$ cat src/common/rio_pkg.sv
// Purpose: constants and types for reset, interrupt and option control
// Assumes: 10 MHz core clock, classic wishbone register slave
// Notes: register offsets are byte addresses of 32-bit words
package rio_pkg;
	localparam int unsigned CLK_PERIOD_NS = 100;
	localparam int unsigned T_OST_NS      = 18000000;
	localparam int unsigned OST_CYC       =
		(T_OST_NS + CLK_PERIOD_NS - 1) / CLK_PERIOD_NS;

	localparam int unsigned ADR_W = 8;
	localparam logic [7:0]  OFS_IRQ_FLAG = 8'h00;
	localparam logic [7:0]  OFS_IRQ_MASK = 8'h04;
	localparam logic [7:0]  OFS_RST_STAT = 8'h08;
	localparam logic [7:0]  OFS_SLP_CTRL = 8'h0c;

	localparam int unsigned IRQ_N = 2;
	localparam int unsigned BIT_TMR = 0;
	localparam int unsigned BIT_EXT = 3;
	localparam int unsigned BIT_T = 4;
	localparam int unsigned BIT_P = 3;
	localparam int unsigned BIT_SLEEPING = 0;
	localparam int unsigned BIT_SLP_RESET = 4;
	localparam logic        SLP_CTRL_RST = 1'h1;

	localparam int unsigned VEC_W = 12;
	localparam logic [11:0] VEC_IRQ  = 12'h001;
	localparam logic [11:0] VEC_TRAP = 12'h002;

	localparam int unsigned OPT_W    = 13;
	localparam int unsigned OPT_CLKS = 8;
	localparam int unsigned OPT_WDTB = 7;
	localparam int unsigned OPT_SPEED = 5;
	localparam int unsigned OPT_OSC  = 4;
	localparam int unsigned OPT_POWER = 3;
	localparam int unsigned OPT_PR_HI = 2;
	localparam int unsigned OPT_PR_LO = 0;
	localparam logic [12:0] OPT_RSV_ONES = 13'h1e00;
	localparam logic [2:0]  PR_OPEN = 3'h7;

	typedef enum logic [1:0] {
		SLP_AWAKE  = 2'h0,
		SLP_RESET  = 2'h1,
		SLP_RESUME = 2'h2
	} rio_slp_e;

	typedef enum logic [1:0] {
		OSC_RC   = 2'h0,
		OSC_FAST = 2'h1,
		OSC_SLOW = 2'h3,
		OSC_BAD  = 2'h2
	} rio_osc_e;
endpackage : rio_pkg

$ cat src/common/rio_opt_if.sv
// Purpose: decoded option word between decoder and control top
// Assumes: fields are registered by the decoder
// Notes: valid rises at the first edge after reset release
`timescale 1ns/10ps
interface rio_opt_if;
	logic              valid;
	logic              cyc4;
	logic              wdt_en;
	logic              code_prot;
	rio_pkg::rio_osc_e osc;
	modport src (output valid, cyc4, wdt_en, code_prot, osc);
	modport snk (input valid, cyc4, wdt_en, code_prot, osc);
endinterface : rio_opt_if

$ cat src/rtl/rio_sync3.sv
// Purpose: three-stage synchroniser with agreement filter
// Assumes: inputs are asynchronous pin levels
// Notes: output changes only when stages two and three agree
`timescale 1ns/10ps
module rio_sync3 #(
	parameter int unsigned W        = 2,
	parameter logic [W-1:0] RST_VAL = '1
) (
	input  wire logic         core_clk,
	input  wire logic         sys_rst,
	input  wire logic [W-1:0] d,
	output logic      [W-1:0] q
);
	logic [W-1:0] s1_q;
	logic [W-1:0] s2_q;
	logic [W-1:0] s3_q;

	always_ff @(posedge core_clk) begin
		if (sys_rst) begin
			s1_q <= RST_VAL;
			s2_q <= RST_VAL;
			s3_q <= RST_VAL;
		end else begin
			s1_q <= d;
			s2_q <= s1_q;
			s3_q <= s2_q;
		end
	end

	for (genvar i = 0; i < W; i++) begin : g_bit
		always_ff @(posedge core_clk) begin
			if (sys_rst) begin
				q[i] <= RST_VAL[i];
			end else if (s2_q[i] == s3_q[i]) begin
				q[i] <= s3_q[i];
			end
		end
	end
endmodule : rio_sync3

$ cat src/rtl/rio_optdec.sv
// Purpose: capture and decode the one-time option word
// Assumes: option word is static fuse data on the core clock
// Notes: captured once, at the first edge after reset release
`timescale 1ns/10ps
module rio_optdec (
	input  wire logic                     core_clk,
	input  wire logic                     sys_rst,
	input  wire logic [rio_pkg::OPT_W-1:0] opt_word,
	rio_opt_if.src                        opt
);
	logic                      cap_q;
	logic [rio_pkg::OPT_W-1:0] w;

	// reserved bits always one
	assign w = opt_word | rio_pkg::OPT_RSV_ONES;

	always_ff @(posedge core_clk) begin
		cap_q <= sys_rst;
	end

	always_ff @(posedge core_clk) begin
		if (sys_rst) begin
			opt.valid     <= 1'b0;
			opt.cyc4      <= 1'b0;
			opt.wdt_en    <= 1'b0;
			opt.code_prot <= 1'b1;
			opt.osc       <= rio_pkg::OSC_RC;
		end else if (cap_q) begin
			opt.valid     <= 1'b1;
			opt.cyc4      <= w[rio_pkg::OPT_CLKS];
			opt.wdt_en    <= ~w[rio_pkg::OPT_WDTB];
			opt.code_prot <= w[rio_pkg::OPT_PR_HI:rio_pkg::OPT_PR_LO]
				!= rio_pkg::PR_OPEN;
			if (!w[rio_pkg::OPT_OSC]) begin
				opt.osc <= rio_pkg::OSC_RC;
			end else if (w[rio_pkg::OPT_SPEED]) begin
				opt.osc <= rio_pkg::OSC_FAST;
			end else if (!w[rio_pkg::OPT_POWER]) begin
				opt.osc <= rio_pkg::OSC_SLOW;
			end else begin
				opt.osc <= rio_pkg::OSC_BAD;
			end
		end
	end
endmodule : rio_optdec

$ cat src/rtl/rio_ctrl.sv
// Purpose: reset cause, interrupt and option control of the core
// Assumes: sys_rst is the power-on reset; strobes are one-cycle pulses
// Notes: registers on classic wishbone, byte lane 0 only
//
// Chosen here: the address map and the Wishbone interface to the registers.
`timescale 1ns/10ps
module rio_ctrl #(
	parameter int unsigned HOLD_CYC = rio_pkg::OST_CYC
) (
	input  wire logic                      core_clk,
	input  wire logic                      sys_rst,
	input  wire logic                      wb_cyc_i,
	input  wire logic                      wb_stb_i,
	input  wire logic                      wb_we_i,
	input  wire logic [rio_pkg::ADR_W-1:0] wb_adr_i,
	input  wire logic [3:0]                wb_sel_i,
	input  wire logic [31:0]               wb_dat_i,
	output logic      [31:0]               wb_dat_o,
	output logic                           wb_ack_o,
	input  wire logic                      ext_rst_n_pin,
	input  wire logic                      ext_int_n_pin,
	input  wire logic                      wdt_timeout_i,
	input  wire logic                      tmr_ovf_i,
	input  wire logic                      pin_wake_i,
	input  wire logic                      instr_bound_i,
	input  wire logic                      gie_set_i,
	input  wire logic                      gie_clr_i,
	input  wire logic                      irq_ret_i,
	input  wire logic                      wdog_clr_i,
	input  wire logic                      sleep_cmd_i,
	input  wire logic                      trap_i,
	input  wire logic [rio_pkg::OPT_W-1:0] opt_word_i,
	output logic                           core_rst_o,
	output logic                           flag_t_o,
	output logic                           flag_p_o,
	output logic                           sleep_o,
	output logic                           irq_req_o,
	output logic                           gie_o,
	output logic                           vec_load_o,
	output logic      [rio_pkg::VEC_W-1:0] vec_addr_o,
	output logic                           ret_push_o,
	output logic                           cyc4_o,
	output logic                           wdt_en_o,
	output rio_pkg::rio_osc_e              osc_mode_o,
	output logic                           code_prot_o
);
	localparam int unsigned CNT_W = $clog2(HOLD_CYC + 1);
	localparam logic [CNT_W-1:0] HOLD = HOLD_CYC[CNT_W-1:0];
	localparam int unsigned IRQ_POS [rio_pkg::IRQ_N] =
		'{rio_pkg::BIT_TMR, rio_pkg::BIT_EXT};

	if (HOLD_CYC < 1) begin : g_chk
		$error("rio_ctrl: HOLD_CYC must be at least one");
	end

	rio_opt_if opt ();

	logic [1:0]               pin_s;
	logic                     rstn_prev_q;
	logic                     intn_prev_q;
	logic                     ext_fall;
	logic                     int_fall;
	logic                     wdt_ev;
	logic                     rst_src;
	logic                     rst_ev;
	logic [CNT_W-1:0]         cnt_q;
	rio_pkg::rio_slp_e        slp_q;
	logic [rio_pkg::IRQ_N-1:0] irq_flag_q;
	logic [rio_pkg::IRQ_N-1:0] irq_mask_q;
	logic [rio_pkg::IRQ_N-1:0] irq_ev;
	logic [rio_pkg::IRQ_N-1:0] flag_wd;
	logic                     irq_pend;
	logic                     take;
	logic                     trap;
	logic                     slp_reset_q;
	logic                     bus_req;
	logic                     wr;
	logic [31:0]              rd_d;

	rio_sync3 #(
		.W       (2),
		.RST_VAL (2'h3)
	) u_sync (
		.core_clk (core_clk),
		.sys_rst  (sys_rst),
		.d        ({ext_int_n_pin, ext_rst_n_pin}),
		.q        (pin_s)
	);

	rio_optdec u_opt (
		.core_clk (core_clk),
		.sys_rst  (sys_rst),
		.opt_word (opt_word_i),
		.opt      (opt)
	);

	assign cyc4_o      = opt.cyc4;
	assign wdt_en_o    = opt.wdt_en;
	assign osc_mode_o  = opt.osc;
	assign code_prot_o = opt.code_prot;

	// edge detect on synchronised pins
	always_ff @(posedge core_clk) begin
		if (sys_rst) begin
			rstn_prev_q <= 1'b1;
			intn_prev_q <= 1'b1;
		end else begin
			rstn_prev_q <= pin_s[0];
			intn_prev_q <= pin_s[1];
		end
	end

	assign ext_fall = rstn_prev_q & ~pin_s[0];
	assign int_fall = intn_prev_q & ~pin_s[1];
	assign wdt_ev   = wdt_timeout_i & opt.wdt_en;
	assign rst_src  = ~pin_s[0] | wdt_ev;
	assign rst_ev   = ext_fall | wdt_ev;

	// reset stretch after every source releases
	always_ff @(posedge core_clk) begin
		if (sys_rst || rst_src) begin
			cnt_q <= HOLD;
		end else if (cnt_q != '0) begin
			cnt_q <= cnt_q - 1'b1;
		end
	end

	always_ff @(posedge core_clk) begin
		if (sys_rst) begin
			core_rst_o <= 1'b1;
		end else begin
			core_rst_o <= rst_src | (cnt_q != '0);
		end
	end

	// sleep state
	always_ff @(posedge core_clk) begin
		if (sys_rst) begin
			slp_q <= rio_pkg::SLP_AWAKE;
		end else begin
			unique case (slp_q)
				rio_pkg::SLP_AWAKE: begin
					if (sleep_cmd_i && !core_rst_o && !rst_ev) begin
						slp_q <= slp_reset_q ? rio_pkg::SLP_RESET
							: rio_pkg::SLP_RESUME;
					end
				end
				rio_pkg::SLP_RESET: begin
					if (rst_ev) begin
						slp_q <= rio_pkg::SLP_AWAKE;
					end
				end
				rio_pkg::SLP_RESUME: begin
					if (rst_ev || pin_wake_i) begin
						slp_q <= rio_pkg::SLP_AWAKE;
					end
				end
				default: slp_q <= rio_pkg::SLP_AWAKE;
			endcase
		end
	end

	always_ff @(posedge core_clk) begin
		if (sys_rst) begin
			sleep_o <= 1'b0;
		end else begin
			sleep_o <= (slp_q != rio_pkg::SLP_AWAKE);
		end
	end

	// time-out and power-down flags
	always_ff @(posedge core_clk) begin
		if (sys_rst) begin
			flag_t_o <= 1'b1;
			flag_p_o <= 1'b1;
		end else if (wdt_ev) begin
			flag_t_o <= 1'b0;
			if (slp_q == rio_pkg::SLP_RESET) begin
				flag_p_o <= 1'b0;
			end
		end else if (ext_fall) begin
			if (slp_q == rio_pkg::SLP_RESET) begin
				flag_t_o <= 1'b1;
				flag_p_o <= 1'b0;
			end
		end else if (!core_rst_o && wdog_clr_i) begin
			flag_t_o <= 1'b1;
			flag_p_o <= 1'b1;
		end else if (!core_rst_o && sleep_cmd_i) begin
			flag_t_o <= 1'b1;
			flag_p_o <= 1'b0;
		end
	end

	// wishbone slave
	assign bus_req = wb_cyc_i & wb_stb_i & ~wb_ack_o;
	// write lands at the edge where the master sees ack
	assign wr      = wb_cyc_i & wb_stb_i & wb_ack_o & wb_we_i & wb_sel_i[0];

	always_ff @(posedge core_clk) begin
		if (sys_rst) begin
			wb_ack_o <= 1'b0;
		end else begin
			wb_ack_o <= bus_req;
		end
	end

	always_comb begin
		rd_d = '0;
		unique case (wb_adr_i)
			rio_pkg::OFS_IRQ_FLAG: begin
				for (int i = 0; i < rio_pkg::IRQ_N; i++) begin
					rd_d[IRQ_POS[i]] = irq_flag_q[i];
				end
			end
			rio_pkg::OFS_IRQ_MASK: begin
				for (int i = 0; i < rio_pkg::IRQ_N; i++) begin
					rd_d[IRQ_POS[i]] = irq_mask_q[i];
				end
			end
			rio_pkg::OFS_RST_STAT: begin
				rd_d[rio_pkg::BIT_T]        = flag_t_o;
				rd_d[rio_pkg::BIT_P]        = flag_p_o;
				rd_d[rio_pkg::BIT_SLEEPING] = sleep_o;
			end
			rio_pkg::OFS_SLP_CTRL: begin
				rd_d[rio_pkg::BIT_SLP_RESET] = slp_reset_q;
			end
			default: rd_d = '0;
		endcase
	end

	always_ff @(posedge core_clk) begin
		if (sys_rst) begin
			wb_dat_o <= '0;
		end else if (bus_req) begin
			wb_dat_o <= rd_d;
		end
	end

	always_ff @(posedge core_clk) begin
		if (sys_rst) begin
			slp_reset_q <= rio_pkg::SLP_CTRL_RST;
		end else if (wr && wb_adr_i == rio_pkg::OFS_SLP_CTRL) begin
			slp_reset_q <= wb_dat_i[rio_pkg::BIT_SLP_RESET];
		end
	end

	// interrupt flags and masks, one slice per source
	assign irq_ev = {int_fall, tmr_ovf_i};

	for (genvar i = 0; i < rio_pkg::IRQ_N; i++) begin : g_irq
		assign flag_wd[i] = wb_dat_i[IRQ_POS[i]];

		// event wins over clear and over a reset event
		always_ff @(posedge core_clk) begin
			if (sys_rst) begin
				irq_flag_q[i] <= 1'b0;
			end else if (rst_ev) begin
				irq_flag_q[i] <= irq_ev[i];
			end else if (wr && wb_adr_i == rio_pkg::OFS_IRQ_FLAG) begin
				irq_flag_q[i] <= flag_wd[i] | irq_ev[i];
			end else begin
				irq_flag_q[i] <= irq_flag_q[i] | irq_ev[i];
			end
		end

		always_ff @(posedge core_clk) begin
			if (sys_rst || rst_ev) begin
				irq_mask_q[i] <= 1'b0;
			end else if (wr && wb_adr_i == rio_pkg::OFS_IRQ_MASK) begin
				irq_mask_q[i] <= flag_wd[i];
			end
		end
	end

	assign irq_pend = |(irq_flag_q & irq_mask_q);

	always_ff @(posedge core_clk) begin
		if (sys_rst) begin
			irq_req_o <= 1'b0;
		end else begin
			irq_req_o <= irq_pend;
		end
	end

	// vectoring; trap wins over a hardware interrupt
	assign trap = trap_i & ~core_rst_o;
	assign take = irq_pend & gie_o & instr_bound_i & ~trap & ~core_rst_o
		& (slp_q == rio_pkg::SLP_AWAKE);

	always_ff @(posedge core_clk) begin
		if (sys_rst || rst_ev) begin
			gie_o <= 1'b0;
		end else if (take) begin
			gie_o <= 1'b0;
		end else if (gie_set_i || irq_ret_i) begin
			gie_o <= 1'b1;
		end else if (gie_clr_i) begin
			gie_o <= 1'b0;
		end
	end

	always_ff @(posedge core_clk) begin
		if (sys_rst) begin
			vec_load_o <= 1'b0;
			ret_push_o <= 1'b0;
			vec_addr_o <= '0;
		end else begin
			vec_load_o <= trap | take;
			ret_push_o <= trap | take;
			if (trap) begin
				vec_addr_o <= rio_pkg::VEC_TRAP;
			end else if (take) begin
				vec_addr_o <= rio_pkg::VEC_IRQ;
			end
		end
	end
endmodule : rio_ctrl

$ cat config.mk
export PLATFORM = sky130hd
export DESIGN_NAME = rio_ctrl
export DESIGN_NICKNAME = d
export VERILOG_FILES = /design/src/common/rio_pkg.sv /design/src/common/rio_opt_if.sv /design/src/rtl/rio_sync3.sv /design/src/rtl/rio_optdec.sv /design/src/rtl/rio_ctrl.sv
export SDC_FILE = /design/constraint.sdc
export NUM_CORES = 1
export LEC_CHECK = 0
export BUFFER_PORTS_ARGS = -buffer_cell sky130_fd_sc_hd__buf_2
export CAP_MARGIN = 5
export CORE_MARGIN = 5
export CORE_UTILIZATION = 42
export CTS_CLUSTER_DIAMETER = 150
export DETAILED_ROUTE_END_ITERATION = 8
export PLACE_DENSITY_LB_ADDON = 0.3
export SYNTH_ARGS = -nofsm -noshare
export SYNTH_HDL_FRONTEND = slang
export SYNTH_SLANG_ARGS = --single-unit
$ cat constraint.sdc
create_clock -name core_clk -period 2 [get_ports core_clk]
set_clock_uncertainty 0.05 [all_clocks]
set_input_delay 0.2 -clock core_clk [delete_from_list [all_inputs] [get_ports core_clk]]
set_output_delay 0.2 -clock core_clk [all_outputs]
set_load 0.01 [all_outputs]
Word-level counts from Yosys, hierarchy flattened
Index checks and enable logic that the tools add are counted.
{"block": "totals", "in_bits": 74, "reg_bits": 54, "wordCells": 125, "output_inout_bits": 58}
{"block": "classes", "eq_ne": 12, "n_mux": 29, "n_reduce_logical": 24, "n_bitwise": 29, "addsub": 1}
{"cell": "nonzero test 18 bit", "count": 1}
{"cell": "subtractor 18 x 1 -> 18 bit (second input constant)", "count": 1}
{"cell": "2-to-1 mux 1 bit", "count": 17}
{"cell": "equality test 8 x 4 -> 1 bit (second input constant)", "count": 2}
{"cell": "2-to-1 mux 2 bit", "count": 8}
{"cell": "AND 1 bit", "count": 14}
{"cell": "equality test 8 x 3 -> 1 bit (second input constant)", "count": 1}
{"cell": "logical NOT 8 bit", "count": 1}
{"cell": "bitwise OR 1 bit", "count": 8}
{"cell": "logical AND 1 bit", "count": 6}
{"cell": "!= test 2 bit (second input constant)", "count": 3}
{"cell": "NOT 1 bit", "count": 6}
{"cell": "one-hot mux 1 bit (3 select lines)", "count": 2}
{"cell": "one-hot mux 2 bit (3 select lines)", "count": 1}
{"cell": "nonzero test 2 bit", "count": 3}
{"cell": "OR reduction 2 bit", "count": 3}
{"cell": "logical OR 1 bit", "count": 4}
{"cell": "nonzero test 4 bit", "count": 1}
{"cell": "!= test 3 x 1 -> 1 bit (second input constant)", "count": 1}
{"cell": "!= test 3 bit (second input constant)", "count": 1}
{"cell": "AND reduction 3 bit", "count": 1}
{"cell": "AND 2 bit", "count": 1}
{"cell": "equality test 1 bit", "count": 2}
{"cell": "equality test 2 x 1 -> 1 bit (second input constant)", "count": 1}
{"cell": "5 further kinds", "count": 6}

Longest topological paths before layout
{"block": "depth", "depth_word": 9, "depth_mapped": 7, "ltp_nobuf": 6}

Hierarchy
A second synthesis with hierarchy kept.
{"block": "unflattened", "hier_cells": 319, "hier_area_um2": 2748.9}
{"mod": "rio_ctrl", "area_per_inst_um2": 2250.9, "seq_area_each_um2": 800.8, "cells_per_inst": 275, "instances": 1}
{"mod": "rio_optdec", "area_per_inst_um2": 267.8, "seq_area_each_um2": 140.1, "cells_per_inst": 24, "instances": 1}
{"mod": "rio_sync3", "area_per_inst_um2": 230.2, "seq_area_each_um2": 160.2, "cells_per_inst": 20, "instances": 1}

Least setup slack after synthesis
OpenSTA, ideal clock, no wires.
{"block": "synth_timing", "path_type": "reg2reg", "startpoint": "register cnt_q[0]", "endpoint": "register cnt_q[13]", "stages_incl_launch_ff": 8, "setup_time_ns": 0.131, "setup_slack_ns": -0.025, "required_ns": 1.819, "t_arrival_ns": 1.844, "synth_period_minus_slack_ns": 2.025, "path_buffers": 1, "cell_sequence": "dfxtp_1 > inv_1 > ha_1 > or4b_1 > or4_1 > buf_2 > a31oi_1 > o21ai_1"}
{"block": "synth_via", "elab_chain_cells": 1, "word_cells_on_any_way": 2, "classes_between": "1 x add/sub; 1 x reduce/logical"}
{"item": "start, declared", "line": "rio_ctrl.sv:66", "source": "logic [CNT_W-1:0] cnt_q;"}
{"item": "start signal, assigned", "line": "rio_ctrl.sv:124", "source": "cnt_q <= cnt_q - 1'b1;"}
{"item": "subtractor 18 x 1 -> 18 bit / nonzero test 18 bit (equally long branches)", "line": "rio_ctrl.sv:124, rio_ctrl.sv:123"}
Several ways; a longest one is shown, not always the timed one.
A chain may end at the register's enable or synchronous reset.

Worst setup path in the final report
{"block": "layout_timing", "startpoint": "register cnt_q[1]", "endpoint": "register cnt_q[13]"}
Same word-level chain as after synthesis.

==> flow_metrics.env <==
export IMPL_die_width_um=89.94
export IMPL_ant_nets=0
export IMPL_vdd_drop_max_v=0.0003594
export IMPL_cts_sinks=54
export IMPL_nets=468
export IMPL_die_area_um2=8088
export IMPL_period_share=0.9670
export IMPL_rsz0062_at_grt="yes"
export IMPL_cts_tree="yes"
export IMPL_clk_pin_slew_ns=0.10
export IMPL_place_congestion=0.8129
export IMPL_diodes=0
export IMPL_synth_ff_type="dfxtp_1"
export IMPL_place_ws_ns=-0.05978
export IMPL_critPathTopFamily="simple AND/OR/NAND/NOR gates"
export IMPL_netlist_top_cells_area="dfxtp_1 40%, buf_4 11%, nor2_1 3.8%, mux2i_1 3.4%, a21oi_1 2.8%"
export IMPL_drive_gt1_frac=0.2868
export IMPL_path_cells="inv_1 > ha_4 > or4b_4 > or4_4 > a31oi_1 > o21ai_1"
export IMPL_viasPerCell=5.130
export IMPL_fmax_ghz=0.5171
export IMPL_crit_buf_inv=1
export IMPL_drv_slew=0
export IMPL_synth_edff_count=0
export IMPL_clock_latency_ns=0.32
export IMPL_power_density_nw_per_um2=700.1
export IMPL_cts_root_buffer="clkbuf_8"
export IMPL_yosysSeqAreaShare=0.4028
export IMPL_final_cell_mix="55 x buf_2, 53 x dfxtp_1, 39 x conb_1, 27 x nor2_1, 26 x buf_4"
export IMPL_area_growth_pct=20.14
export IMPL_antenna_found_initial=0
export IMPL_cp_max_fo=7
export IMPL_clock_power_share=0.341
export IMPL_swShare=0.2692
export IMPL_first_pass_iters=4
export IMPL_end_kind="flip-flop"
export IMPL_min_from="ext_rst_n_pin"
export IMPL_synth_cells=313
export IMPL_crit_required_ns=2.14
export IMPL_power_internal_mw=1.650
export IMPL_syn_area_per_cell_um2=8.575
export IMPL_hpwl_um=4618
export IMPL_startpoint="cnt_q[1]"
export IMPL_core_um2=6277
export IMPL_htree_levels=2
export IMPL_start_kind="flip-flop"
export IMPL_yosys_warnings=0
export IMPL_grt_pass1_vias=2270
export IMPL_status="completed"
export IMPL_layout_commonest_cell="buf_2"
export IMPL_hp_class="input port to flip-flop"
export IMPL_critPathSlowestCell="or4_4"
export IMPL_postLayoutCellArea_um2=3224
export IMPL_ys_seq_elements=54
export IMPL_fin_crit_ns=1.934
export IMPL_slew_headroom=0.6318
export IMPL_grt_max_degree=26
export IMPL_grt_usage=0.1475
export IMPL_r2r_start="cnt_q[1]"
export IMPL_ioPinCount=132
export IMPL_hold_viol=0
export IMPL_p_comb_frac=0.148
export IMPL_die_h_um=89.94
export IMPL_drt_wl_total_um=6078
export IMPL_p_seq_frac=0.511
export IMPL_placed_area_um2=3067
export IMPL_total_power_mw=2.257
export IMPL_yosys_area_top_type="dfxtp_1"
export IMPL_routed_via_count=2416
export IMPL_cap_violations=0
export IMPL_numCtsBuffers=5
export IMPL_tightest_slew_ns=0.5472
export IMPL_drt_iter0_drc=69
export IMPL_portBuffers=55
export IMPL_gr_total_overflow=0
export IMPL_synth_distinct_cells=51
export IMPL_setup_ws_ns=0.06597
export IMPL_rows=29
export IMPL_setup_worst_path_class="flip-flop to flip-flop"
export IMPL_netlist_area_um2=2684
export IMPL_clockBufferDepth=2
export IMPL_initial_core_util=0.4275
export IMPL_post_cts_setup_buffers=0
export IMPL_grt_pass1_wl_um=10170
export IMPL_yosys_area_top_type_share=0.4028
export IMPL_arrival_ns=2.07
export IMPL_wl_per_cell_um=12.90
export IMPL_critical_path_max_stage_delay_ns=0.48
export IMPL_async_reset_ff_frac=0
export IMPL_finalSetupViolations=0
export IMPL_leakage_nw=1.379
export IMPL_drcViolationCount=0
export IMPL_p_sw_mw=0.6078
## final cells by class
| class | instances | area [µm²] |
|---|---|---|
| fill | 626 | 3053 |
| clock buffer | 5 | 68.82 |
| sequential | 54 | 1082 |
| clock inverter | 3 | 47.55 |
| multi-input combinational | 239 | 1401 |
| timing repair buffer | 83 | 490.5 |
| inverter | 10 | 37.54 |
| tap | 77 | 96.34 |
## sequential cells by signal, summed over array words and instances, names as in the netlist, 2 cells and up
| signal | flops |
|---|---|
| cnt_q | 18 |
| irq_flag_q | 2 |
| irq_mask_q | 2 |
| slp_q | 2 |
| u_opt.opt.osc | 2 |
| u_sync.q | 2 |
| u_sync.s1_q | 2 |
| u_sync.s2_q | 2 |
| u_sync.s3_q | 2 |
| vec_addr_o | 2 |
| wb_dat_o | 3 |
## through the flow
step	TNS (ns)	std cells	utilization	hold slack, ns
CTS	0	471	0.5119	0.01123
detailed placement	-0.2058	461	0.4885	0.3379
global route	-0.0001874	471	0.5137	0.01397
global placement	-0.06258	461	0.4885	0.3338
floorplan	0	351	-	0.1777
finish	0	471	0.5137	0.01888
## cell usage after synthesis, drive strengths merged, types with 5 or more instances
cell,count
or4,7
dfxtp,54
nand2,19
nand3,7
nand3b,5
nand2b,5
and4,5
a21oi,15
nor2,27
mux2i,9
clkbuf,6
a211oi,7
or2,12
a31oi,5
buf,42
o21ai,16
nor3,10
inv,10
nor4,6
## timing repair
action	4_1_cts	5_1_grt
endpoints found under the hold margin	2	0
pin swaps	0	1
hold buffers	2	0
setup endpoints to repair	7	7
gates cloned	0	0
gates resized for setup	2	5
## power groups by stage
stage / clock (mW) / sequential [mW] / combinational, mW
after global routing: 0.826 / 1.16 / 0.370
after floorplan: 0 / 1.18 / 0.243
after global placement: 0 / 1.17 / 0.312
after CTS: 0.794 / 1.15 / 0.326
final: 0.769 / 1.15 / 0.335
after detailed placement: 0 / 1.18 / 0.318
## final timing paths
kind	endpoint	slack [ns]	cells after the start
worst max-delay path	cnt_q[13]	0.07	6
worst min-delay path	u_sync.s1_q[0]	0.02	2
worst max register to register	cnt_q[13]	0.07	6
worst min register to register	u_sync.s2_q[0]	0.37	1
## layer usage
layer	wire length [µm]	GRT usage	vias up
li1	-	-	1214
met1	2787	0.1834	1123
met2	2724	0.2445	70
met3	424	0.03422	9
met4	141	0.06079	0
met5	0	0	-
## kinds of logic (layout without fill, tap and decap cells)
kind of cell / after synthesis / in the layout / synth area share
simple gates: 124 / 124 / 0.2620
buf+inv: 58 / 101 / 0.1380
other cells: 1 / 39 / 0.001397
flops: 54 / 54 / 0.4028
compound gates: 66 / 66 / 0.1576
fa+ha+maj: 1 / 1 / 0.004661
mux: 9 / 9 / 0.03357
Note: power is estimated with default switching activity, not from simulation.
